--- config.mk ---
export PLATFORM = sky130hd
export DESIGN_NAME = pmc_mode_mask_ctrl
export DESIGN_NICKNAME = d
export VERILOG_FILES = /design/src/verilog/pmc_pkg.sv /design/src/verilog/pmc_mode_mask_ctrl.sv
export SDC_FILE = /design/constraint.sdc
export NUM_CORES = 1
export LEC_CHECK = 0
export BUFFER_PORTS_ARGS = -buffer_cell sky130_fd_sc_hd__buf_4
export CORE_AREA = 2 2 199 201
export DETAILED_ROUTE_END_ITERATION = 7
export DIE_AREA = 0 0 201 203
export GPL_ROUTABILITY_DRIVEN = 0
export PLACE_DENSITY_LB_ADDON = 0.05
export SETUP_SLACK_MARGIN = 0.15
export SYNTH_ARGS = -nofsm -noshare
export SYNTH_HDL_FRONTEND = slang
export SYNTH_SLANG_ARGS = --single-unit
--- constraint.sdc ---
create_clock -name core_clk -period 1.85 [get_ports core_clk]
set_input_delay 0.0925 -clock core_clk [delete_from_list [all_inputs] [get_ports core_clk]]
set_output_delay 0.0925 -clock core_clk [all_outputs]
set_load 0.02 [all_outputs]
--- src/verilog/pmc_pkg.sv ---
// constants and types for the status word format and mask control block
package pmc_pkg;
    // status word bit positions, bit 0 is the leftmost
    localparam int PSW_W          = 64;
    localparam int PSW_FMT_BIT    = 12;
    localparam int PSW_TRACE_BIT  = 1;
    localparam int PSW_XLATE_BIT  = 5;
    localparam int PSW_IO_BIT     = 6;
    localparam int PSW_EXT_BIT    = 7;
    localparam int PSW_BC_CODE_LO = 16;
    localparam int PSW_BC_ILC_LO  = 32;
    localparam int PSW_BC_CC_LO   = 34;
    localparam int PSW_BC_PM_LO   = 36;
    localparam int PSW_EC_CC_LO   = 18;
    localparam int PSW_EC_PM_LO   = 20;
    localparam int BC_IO_CHAN_BITS = 6;
    // control register bits
    localparam int CR0_SSM_SUPP_BIT = 1;
    localparam int CR0_EXT_LO       = 16;
    localparam int CR0_TIMER_BIT    = 24;
    localparam int EXT_TIMER_SRC    = CR0_TIMER_BIT - CR0_EXT_LO;
    localparam logic [3:0] CR_IDX_EXT = 4'h0;
    localparam logic [3:0] CR_IDX_IO  = 4'h2;
    // widths
    localparam int IO_CHANS  = 8;
    localparam int EXT_SRCS  = 16;
    localparam int TRACE_EVS = 4;
    // permanently assigned storage addresses
    localparam logic [11:0] CODE_POST_ADDR  = 12'h08c;
    localparam logic [11:0] TRACE_POST_ADDR = 12'h096;
    // values after reset
    localparam logic [0:63] PSW_RESET = 64'h0;
    localparam logic [0:31] CR_RESET  = 32'h0;
    localparam logic        SSM_SUPP_INSTALLED = 1'b1;
    typedef enum logic [3:0] {
        PMC_OP_SET    = 4'h1,
        PMC_OP_ANDSTO = 4'h2,
        PMC_OP_ORSTO  = 4'h4,
        PMC_OP_NONE   = 4'h8
    } pmc_mask_op_e;
endpackage : pmc_pkg

--- src/verilog/pmc_mode_mask_ctrl.sv ---
// status word format selection and system mask control
`timescale 1ns/1ns
// How it works
// - status word bit 12 selects basic (0) or extended (1) layout.
// - any status word load may switch format.
// - extended format keeps selective masks in control registers.
// - extended format posts length and interruption codes to fixed storage.
// - extended format keeps condition code and program mask at 18-23.
// - extended bit 1 is master enable for program event tracing.
// - traced event raises interruption and posts address and code.
// - extended bit 5 enables virtual address translation.
// - I/O and assigned storage addresses are never translated.
// - channel indirect addressing is allowed in both formats, unmasked.
// - extended bit 6 gates I/O with per-channel masks of register two.
// - extended bit 7 gates external with per-source masks of register zero.
// - store-then-AND saves mask, then clears bits that are zero in the immediate.
// - store-then-OR saves mask, then sets selected bits.
// - register zero bit 1 suppresses set-mask, raising special-operation.
// - trace mask zero or basic format blocks all event interruptions.
// - timer interruption needs mask bit 7 and register zero bit 24.
module pmc_mode_mask_ctrl
    import pmc_pkg::*;
(
    input  wire logic                 core_clk,
    input  wire logic                 sys_rst,
    input  wire logic                 pswLoadValid,
    input  wire logic [0:63]          pswLoadWord,
    input  wire logic                 ccPmWrite,
    input  wire logic [1:0]           ccIn,
    input  wire logic [3:0]           pmIn,
    input  wire logic                 intTakeValid,
    input  wire logic [15:0]          intCode,
    input  wire logic [1:0]           intIlc,
    input  wire logic                 crWrite,
    input  wire logic [3:0]           crIndex,
    input  wire logic [0:31]          crData,
    input  wire logic                 maskOpValid,
    input  wire pmc_mask_op_e         maskOp,
    input  wire logic [0:7]           maskImm,
    input  wire logic [23:0]          maskAddr,
    input  wire logic [0:3]           traceEvent,
    input  wire logic [0:3]           traceControl,
    input  wire logic [23:0]          instrAddr,
    input  wire logic                 addrReqValid,
    input  wire logic                 addrIsIo,
    input  wire logic                 addrIsAssigned,
    input  wire logic                 cidaReq,
    input  wire logic [0:7]           ioPending,
    input  wire logic [0:15]          extPending,
    output logic                      ecMode,
    output logic [0:7]                sysMask,
    output logic [0:63]               pswWord,
    output logic                      oldPswValid,
    output logic [0:63]               oldPswWord,
    output logic                      codePostValid,
    output logic [11:0]               codePostAddr,
    output logic [31:0]               codePostData,
    output logic                      maskStoreValid,
    output logic [23:0]               maskStoreAddr,
    output logic [0:7]                maskStoreData,
    output logic                      maskDone,
    output logic                      specialOpExc,
    output logic                      traceIntReq,
    output logic                      tracePostValid,
    output logic [11:0]               tracePostAddr,
    output logic [0:31]               tracePostData,
    output logic                      addrTranslate,
    output logic                      addrDone,
    output logic                      cidaGrant,
    output logic [0:7]                ioIntReq,
    output logic [0:15]               extIntReq
);
    logic [0:63] psw_q;
    logic [0:31] crExt_q;
    logic [0:31] crIo_q;
    logic        ssmSuppressed;
    logic        maskOpGo;
    logic [0:3]  traceHits;

    // basic format: channels 0-5 own bits, rest share bit 6
    function automatic logic ioMaskOf(input logic [0:63] w, input int ch);
        if (w[PSW_FMT_BIT])
            return w[PSW_IO_BIT];
        else if (ch < BC_IO_CHAN_BITS)
            return w[ch];
        else
            return w[PSW_IO_BIT];
    endfunction : ioMaskOf

    assign ssmSuppressed = SSM_SUPP_INSTALLED
                           && crExt_q[CR0_SSM_SUPP_BIT];
    assign maskOpGo  = maskOpValid && !pswLoadValid;
    assign traceHits = traceEvent & traceControl;

    // status word: load wins over mask ops, mask ops over cc/pm update
    always_ff @(posedge core_clk) begin
        if (sys_rst) begin
            psw_q <= PSW_RESET;
        end else if (pswLoadValid) begin
            psw_q <= pswLoadWord;
        end else if (maskOpGo) begin
            case (maskOp)
                PMC_OP_SET: begin
                    if (!ssmSuppressed)
                        psw_q[0:7] <= maskImm;
                end
                PMC_OP_ANDSTO: psw_q[0:7] <= psw_q[0:7] & maskImm;
                PMC_OP_ORSTO:  psw_q[0:7] <= psw_q[0:7] | maskImm;
                default: psw_q <= psw_q;
            endcase
        end else if (ccPmWrite) begin
            if (psw_q[PSW_FMT_BIT]) begin
                psw_q[PSW_EC_CC_LO +: 2] <= ccIn;
                psw_q[PSW_EC_PM_LO +: 4] <= pmIn;
            end else begin
                psw_q[PSW_BC_CC_LO +: 2] <= ccIn;
                psw_q[PSW_BC_PM_LO +: 4] <= pmIn;
            end
        end
    end

    // selective masks live in control registers; basic format also masks channels 0-5 with word bits 0-5
    always_ff @(posedge core_clk) begin
        if (sys_rst) begin
            crExt_q <= CR_RESET;
            crIo_q  <= CR_RESET;
        end else if (crWrite) begin
            if (crIndex == CR_IDX_EXT)
                crExt_q <= crData;
            if (crIndex == CR_IDX_IO)
                crIo_q <= crData;
        end
    end

    always_ff @(posedge core_clk) begin
        if (sys_rst) begin
            ecMode  <= 1'b0;
            sysMask <= 8'h00;
            pswWord <= PSW_RESET;
        end else begin
            ecMode  <= psw_q[PSW_FMT_BIT];
            sysMask <= psw_q[0:7];
            pswWord <= psw_q;
        end
    end

    // old word on interruption; extended format moves codes out of it
    always_ff @(posedge core_clk) begin
        if (sys_rst) begin
            oldPswValid   <= 1'b0;
            oldPswWord    <= PSW_RESET;
            codePostValid <= 1'b0;
            codePostAddr  <= CODE_POST_ADDR;
            codePostData  <= 32'h0;
        end else begin
            oldPswValid   <= intTakeValid;
            codePostValid <= intTakeValid && psw_q[PSW_FMT_BIT];
            codePostAddr  <= CODE_POST_ADDR;
            codePostData  <= {14'h0, intIlc, intCode};
            if (intTakeValid) begin
                oldPswWord <= psw_q;
                if (!psw_q[PSW_FMT_BIT]) begin
                    oldPswWord[PSW_BC_CODE_LO +: 16] <= intCode;
                    oldPswWord[PSW_BC_ILC_LO +: 2]   <= intIlc;
                end
            end
        end
    end

    // the old mask is saved and updated in one step, so no window exists
    always_ff @(posedge core_clk) begin
        if (sys_rst) begin
            maskStoreValid <= 1'b0;
            maskStoreAddr  <= 24'h0;
            maskStoreData  <= 8'h00;
            maskDone       <= 1'b0;
            specialOpExc   <= 1'b0;
        end else begin
            maskStoreValid <= maskOpGo && (maskOp == PMC_OP_ANDSTO
                              || maskOp == PMC_OP_ORSTO);
            maskStoreAddr  <= maskAddr;
            maskStoreData  <= psw_q[0:7];
            maskDone       <= maskOpGo;
            specialOpExc   <= maskOpGo && maskOp == PMC_OP_SET
                              && ssmSuppressed;
        end
    end

    // event tracing only in extended format with its master bit set
    always_ff @(posedge core_clk) begin
        if (sys_rst) begin
            traceIntReq    <= 1'b0;
            tracePostValid <= 1'b0;
            tracePostAddr  <= TRACE_POST_ADDR;
            tracePostData  <= 32'h0;
        end else begin
            traceIntReq    <= psw_q[PSW_FMT_BIT] && psw_q[PSW_TRACE_BIT]
                              && |traceHits;
            tracePostValid <= psw_q[PSW_FMT_BIT] && psw_q[PSW_TRACE_BIT]
                              && |traceHits;
            tracePostAddr  <= TRACE_POST_ADDR;
            tracePostData  <= {traceHits, 4'h0, instrAddr};
        end
    end

    always_ff @(posedge core_clk) begin
        if (sys_rst) begin
            addrTranslate <= 1'b0;
            addrDone      <= 1'b0;
            cidaGrant     <= 1'b0;
        end else begin
            addrTranslate <= addrReqValid && psw_q[PSW_FMT_BIT]
                             && psw_q[PSW_XLATE_BIT]
                             && !addrIsIo && !addrIsAssigned;
            addrDone      <= addrReqValid;
            cidaGrant     <= cidaReq;
        end
    end

    // master bit in the word (basic-format channels 0-5 use their own word bits), selective bit in the control register
    genvar gi;
    generate
        for (gi = 0; gi < IO_CHANS; gi++) begin : g_io
            always_ff @(posedge core_clk) begin
                if (sys_rst)
                    ioIntReq[gi] <= 1'b0;
                else
                    ioIntReq[gi] <= ioPending[gi] && ioMaskOf(psw_q, gi)
                                    && crIo_q[gi];
            end
        end
        for (gi = 0; gi < EXT_SRCS; gi++) begin : g_ext
            always_ff @(posedge core_clk) begin
                if (sys_rst)
                    extIntReq[gi] <= 1'b0;
                else
                    extIntReq[gi] <= extPending[gi] && psw_q[PSW_EXT_BIT]
                                     && crExt_q[CR0_EXT_LO + gi];
            end
        end
    endgenerate
endmodule : pmc_mode_mask_ctrl

# Yosys cells after proc, flatten, opt, wreduce, memory -nomap -nowiden

Index checks and enable logic that the tools add are counted.

Bitwise operators: 3
Reduce and logical (&&, ||, !) cells: 74
Equality and inequality tests: 7
Multiplexer cells: 24

Operators with widths:

| operator                                                         | number |
|---|---|
| 64-bit 2-to-1 mux                                                | 1 |
| 1-bit logical AND                                                | 59 |
| 18-bit 2-to-1 mux                                                | 2 |
| 6-bit 2-to-1 mux                                                 | 6 |
| 8-bit case mux with 3 select lines                               | 1 |
| 1-bit 2-to-1 mux                                                 | 13 |
| 3-bit AND reduction                                              | 3 |
| 8-bit bitwise AND                                                | 1 |
| 4-bit by 2-bit == test with 1-bit output (second input constant) | 2 |
| 8-bit 2-to-1 mux                                                 | 1 |
| 8-bit bitwise OR                                                 | 1 |
| 2-bit nonzero test                                               | 3 |
| 4-bit bitwise AND                                                | 1 |
| 4-bit by 1-bit == test with 1-bit output (second input constant) | 1 |
| 4-bit by 3-bit == test with 1-bit output (second input constant) | 1 |
| 4-bit logical NOT                                                | 1 |
| 2-bit != test (second input constant)                            | 2 |
| 2-bit AND reduction                                              | 2 |
| 4-bit nonzero test                                               | 1 |
| 4-bit OR reduction                                               | 1 |
| 1-bit logical NOT                                                | 3 |
| 3-bit != test (second input constant)                            | 1 |
| 1-bit logical OR                                                 | 1 |

Register bits: 385
Word-level logic and storage cells: 157
Input port bits: 227
Output and inout port bits: 291

# Depth between registers and ports, before layout

Depth in word-level cells: 4
Mapped depth: 6
Mapped depth without buffers: 4

# Worst setup path before layout

Ideal clock, no wire load.

Path type: register to register
From: register crExt_q[1] (netlist bit)
To: register psw_q[6] (netlist bit)
Path slack: 496 ps
Library setup time: 75 ps
Required time: 1775 ps
Cell stages (with the launch flop): 5
Buffers on the path: 0
Period minus slack after synthesis: 1354 ps
Arrival: 1279 ps
Cells stage by stage: dfxtp_1 > or3b_1 > a2111oi_2 > a21oi_1 > o22ai_1

Longest elaborated chain between the ends: 2

RTL lines:

| element                        | line                      | text |
|---|---|---|
| start: declaration             | pmc_mode_mask_ctrl.sv:74  | `logic [0:31] crExt_q;` |
| start signal: assignment       | pmc_mode_mask_ctrl.sv:129 | `crExt_q <= crData;` |
| 3-bit != test (no line)        | -                         |  |
| 3-bit AND reduction (no line)  | -                         |  |
| end signal: assignment         | pmc_mode_mask_ctrl.sv:100 | `psw_q <= pswLoadWord;` |
| end signal: assignment         | pmc_mode_mask_ctrl.sv:109 | `default: psw_q <= psw_q;` |
| end signal: indexed assignment | pmc_mode_mask_ctrl.sv:113 | `psw_q[PSW_EC_CC_LO +: 2] <= ccIn;` |
| end: declaration               | pmc_mode_mask_ctrl.sv:73  | `logic [0:63] psw_q;` |

Every way passes these cells.
A chain may end at the register's enable or synchronous reset.

# Final worst setup path

From: input maskOp[1]
To: register maskStoreValid

Longest elaborated chain between the ends: 3
Elaborated cells between the ends (all ways): 4
Classes of those cells: eq/ne: 2; reduce/logical: 2

RTL lines:

| element                                                                                              | line                                                 | text |
|---|---|---|
| start: declaration                                                                                   | pmc_mode_mask_ctrl.sv:38                             | `input wire pmc_mask_op_e maskOp,` |
| 4-bit by 2-bit == test with 1-bit output or 4-bit by 3-bit == test with 1-bit output (tied branches) | pmc_mode_mask_ctrl.sv:179, pmc_mode_mask_ctrl.sv:180 |  |
| 1-bit logical OR (*)                                                                                 | pmc_mode_mask_ctrl.sv:180                            | `\|\| maskOp == PMC_OP_ORSTO);` |
| 1-bit logical AND (*)                                                                                | pmc_mode_mask_ctrl.sv:179                            | `maskStoreValid <= maskOpGo && (maskOp == PMC_OP_ANDSTO` |
| end signal: assignment                                                                               | pmc_mode_mask_ctrl.sv:179                            |  |
| end: declaration                                                                                     | pmc_mode_mask_ctrl.sv:58                             | `output logic maskStoreValid,` |

Every way passes the cells marked *; elsewhere a longest branch is shown, timed or not.

==> reports/results.ini <==
[sta]
period_minus_slack_ns = 1.59
setup_violations = 0
worstMarginPinSlew_ns = 0.541
finalClockSkew_ns = 0.0135
final_hold_viol_count = 0
fmax_ghz = 0.630
layout_setup_ws_ns = 0.264
rsz0062_at_grt = false
slew_headroom = 0.639
finalCritPeriodShare = 0.857
maxSlewViolCount = 0
finalSetupTns_ns = 0

[finish]
final_nets = 1917
area_delta_synth_final_pct = 67.5
fillers = 3659
layout-drive-gt1-share = 0.321

[logic_synthesis]
syn_area_per_cell_um2 = 10.7
yosys_most_used_dff = dfxtp_1
yosysWarningCount = 0
syn_inst = 1018
synth_edf_count = 0
postSynth.asyncResetShare = 0
netlist_area_um2 = 10900
synth-seq-cells = 320
synth_cell_types = 36
synth-seq-area-share = 0.588

[power]
power_frac_seq = 0.432
swShare = 0.243
power_density_nw_per_um2 = 934
clock_power_share = 0.435
p_leak_nw = 8.51
peakVddDrop_mv = 0.691
share_comb_of_total_power = 0.133
p_switching_mw = 4.14
internal_power_mw = 12.9

[floorplanning]
start_util = 0.283
core_um2 = 38500
die_width_um = 201
die_h_um = 203
rows = 72
io_pins = 518
die_area_um2 = 40800

[clocking]
clk_path_buf_depth = 3
htreeDepth = 2
numClockSinks = 320
clkLatencyLatePin_ns = 0.55
clk_pin_slew_worst_paths_ns = 0.05
post_cts_buffers = 0
cts_root_buf = clkbuf_16
tritoncts = built
cts_buffers = 39

[run_status]
run_status = finished clean

[placement]
port_buffers = 467
dpl.hpwl_um = 25000
pre_cts_ws_ns = 0.295

[critical_path]
critPathRequiredTime_ns = 2.31
end_kind = flop
reg2reg_depth = 4
arrival_ns = 2.05
critPathMaxFanout = 7
crit_path_start_kind = input pin
path_class = in -> reg

[global_routing]
grt_pass1_wl_um = 55000
grt_pass1_vias = 9491
grt_use_total = 0.173
grt_max_degree = 115
antenna_found_initial = 1
grt.overflow.total = 0

[worst_hold_path]
hold_path.class = in -> reg
hold_depth = 3

[routing]
drtIter0Drc = 293
via_per_inst = 4.14
vias = 9230
dr.pass1.iters = 4
finalWirelength_um = 36200
drcViolationCount = 0
wl_per_cell_um = 16.2
ant_nets = 0

[run]
maxCapViolCount = 0

routing by layer:
metal	track usage	routed length (um)	up-vias	part of all wire
met5	0	0	-	0
met4	0.0651	1250	0	0.034
met3	0.0647	3050	69	0.084
met2	0.293	17300	350	0.48
met1	0.199	14600	4207	0.40
li1	-	-	4604	-
kinds of logic after synthesis:
family          count (synthesis)  synth area share
flops                         320             0.588
other cells                     2          0.000689
mux                           145             0.134
buf+inv                       133            0.0695
compound gates                 72            0.0454
simple gates                  346             0.163
worst max-delay path, stage by stage:
cell,delay [ns]
dlygate4sd3_1,0.54
buf_4,0.17
nor4b_4,0.45
dlygate4sd3_1,0.62
inv_1,0.04
a21boi_1,0.14
worst paths after layout:
check	start	end	slack, ns
min reg2reg	crExt_q[26]$_SDFFE_PP0P_	extIntReq[10]$_SDFF_PP0_	0.47
max reg2reg	crExt_q[1]$_SDFFE_PP0P_	psw_q[7]$_SDFFE_PP0P_	0.33
max	maskOp[1]	maskStoreValid$_SDFF_PP0_	0.26
min	pswLoadValid	psw_q[12]$_SDFFE_PP0P_	0.03
synth_stat cells (2+ instances only):
library cell,instances,area [um^2]
and4_1,7,61.3
a211oi_1,24,180
buf_2,24,120
nor2_1,146,548
or4b_1,2,20.0
o311a_1,7,70.1
clkbuf_1,36,135
buf_4,61,458
a21oi_1,14,70.1
nand2_1,25,93.8
dfxtp_1,320,6410
o221ai_1,6,52.6
conb_1,2,7.51
mux2_2,6,67.6
and3_1,20,125
mux2i_1,139,1390
nand2b_1,3,18.8
o21ai_0,15,75.1
o22ai_1,2,12.5
inv_1,10,37.5
nor2b_1,134,838
repair_timing:
| item | CTS | global route |
|---|---|---|
| hold endpoints to repair | 216 | 0 |
| hold buffers | 231 | 0 |
| setup endpoints to repair | 0 | 4 |
| resized for setup | 0 | 2 |
cells in the final DEF (no fill, tap or decap), drive strengths merged, types with 2 or more instances in the layout:
cell and count:
inv 12, nor4b 2, nor2 146, o21ai 16
clkbuf 59, and3 20, buf 482, o311a 7
o221ai 6, a21oi 14, or4b 2, nor2b 134
nand2b 3, dfxtp 320, clkinv 2, dlygate4sd3 231
mux2 6, and4 7, conb 42, mux2i 139
nand2 25, o22ai 2, a211oi 24
area by class of cell:
cell class              count  area [um^2]  area share
flip-flops and latches    320         6410       0.351
repair buffers            713         6010       0.329
multi-input cells         605         3910       0.214
clock buffers              59         1180      0.0648
well taps                 518          648      0.0355
clock inverters             4         60.1     0.00329
inverters                  11         41.3     0.00226
diodes                      1         2.50    0.000137
state kept, by name (all words and copies together), names as in the netlist:
register,flops
codePostData,18
crExt_q,17
maskDone,1
tracePostValid,1
pswWord,64
maskStoreValid,1
oldPswWord,64
maskStoreAddr,24
oldPswValid,1
specialOpExc,1
codePostValid,1
crIo_q,8
ioIntReq,8
tracePostData,28
cidaGrant,1
psw_q,64
addrDone,1
extIntReq,16
addrTranslate,1
power groups by stage:
stage | Sequential (mW) | Combinational [mW] | Clock, mW
after global placement | 7.51 | 1.88 | 0
after global routing | 7.40 | 2.44 | 7.97
after floorplan | 7.74 | 0.772 | 0
final | 7.37 | 2.27 | 7.42
after detailed placement | 7.52 | 1.89 | 0
after CTS | 7.37 | 2.29 | 7.70
per-stage QoR:
stage / hold WS, ns / utilization / instances / instance area (um^2) / total power [mW]
CTS: 0.00365 / 0.474 / 2230 / 18200 / 17.4
global route: 0.0256 / 0.475 / 2231 / 18300 / 17.8
global placement: 0.302 / 0.382 / 1936 / 14700 / 9.39
floorplan: 0.221 / - / 1058 / 11100 / 8.51
finish: 0.0335 / 0.475 / 2231 / 18300 / 17.1
detailed placement: 0.307 / 0.382 / 1936 / 14700 / 9.40
(Power assumes the default switching activity.)
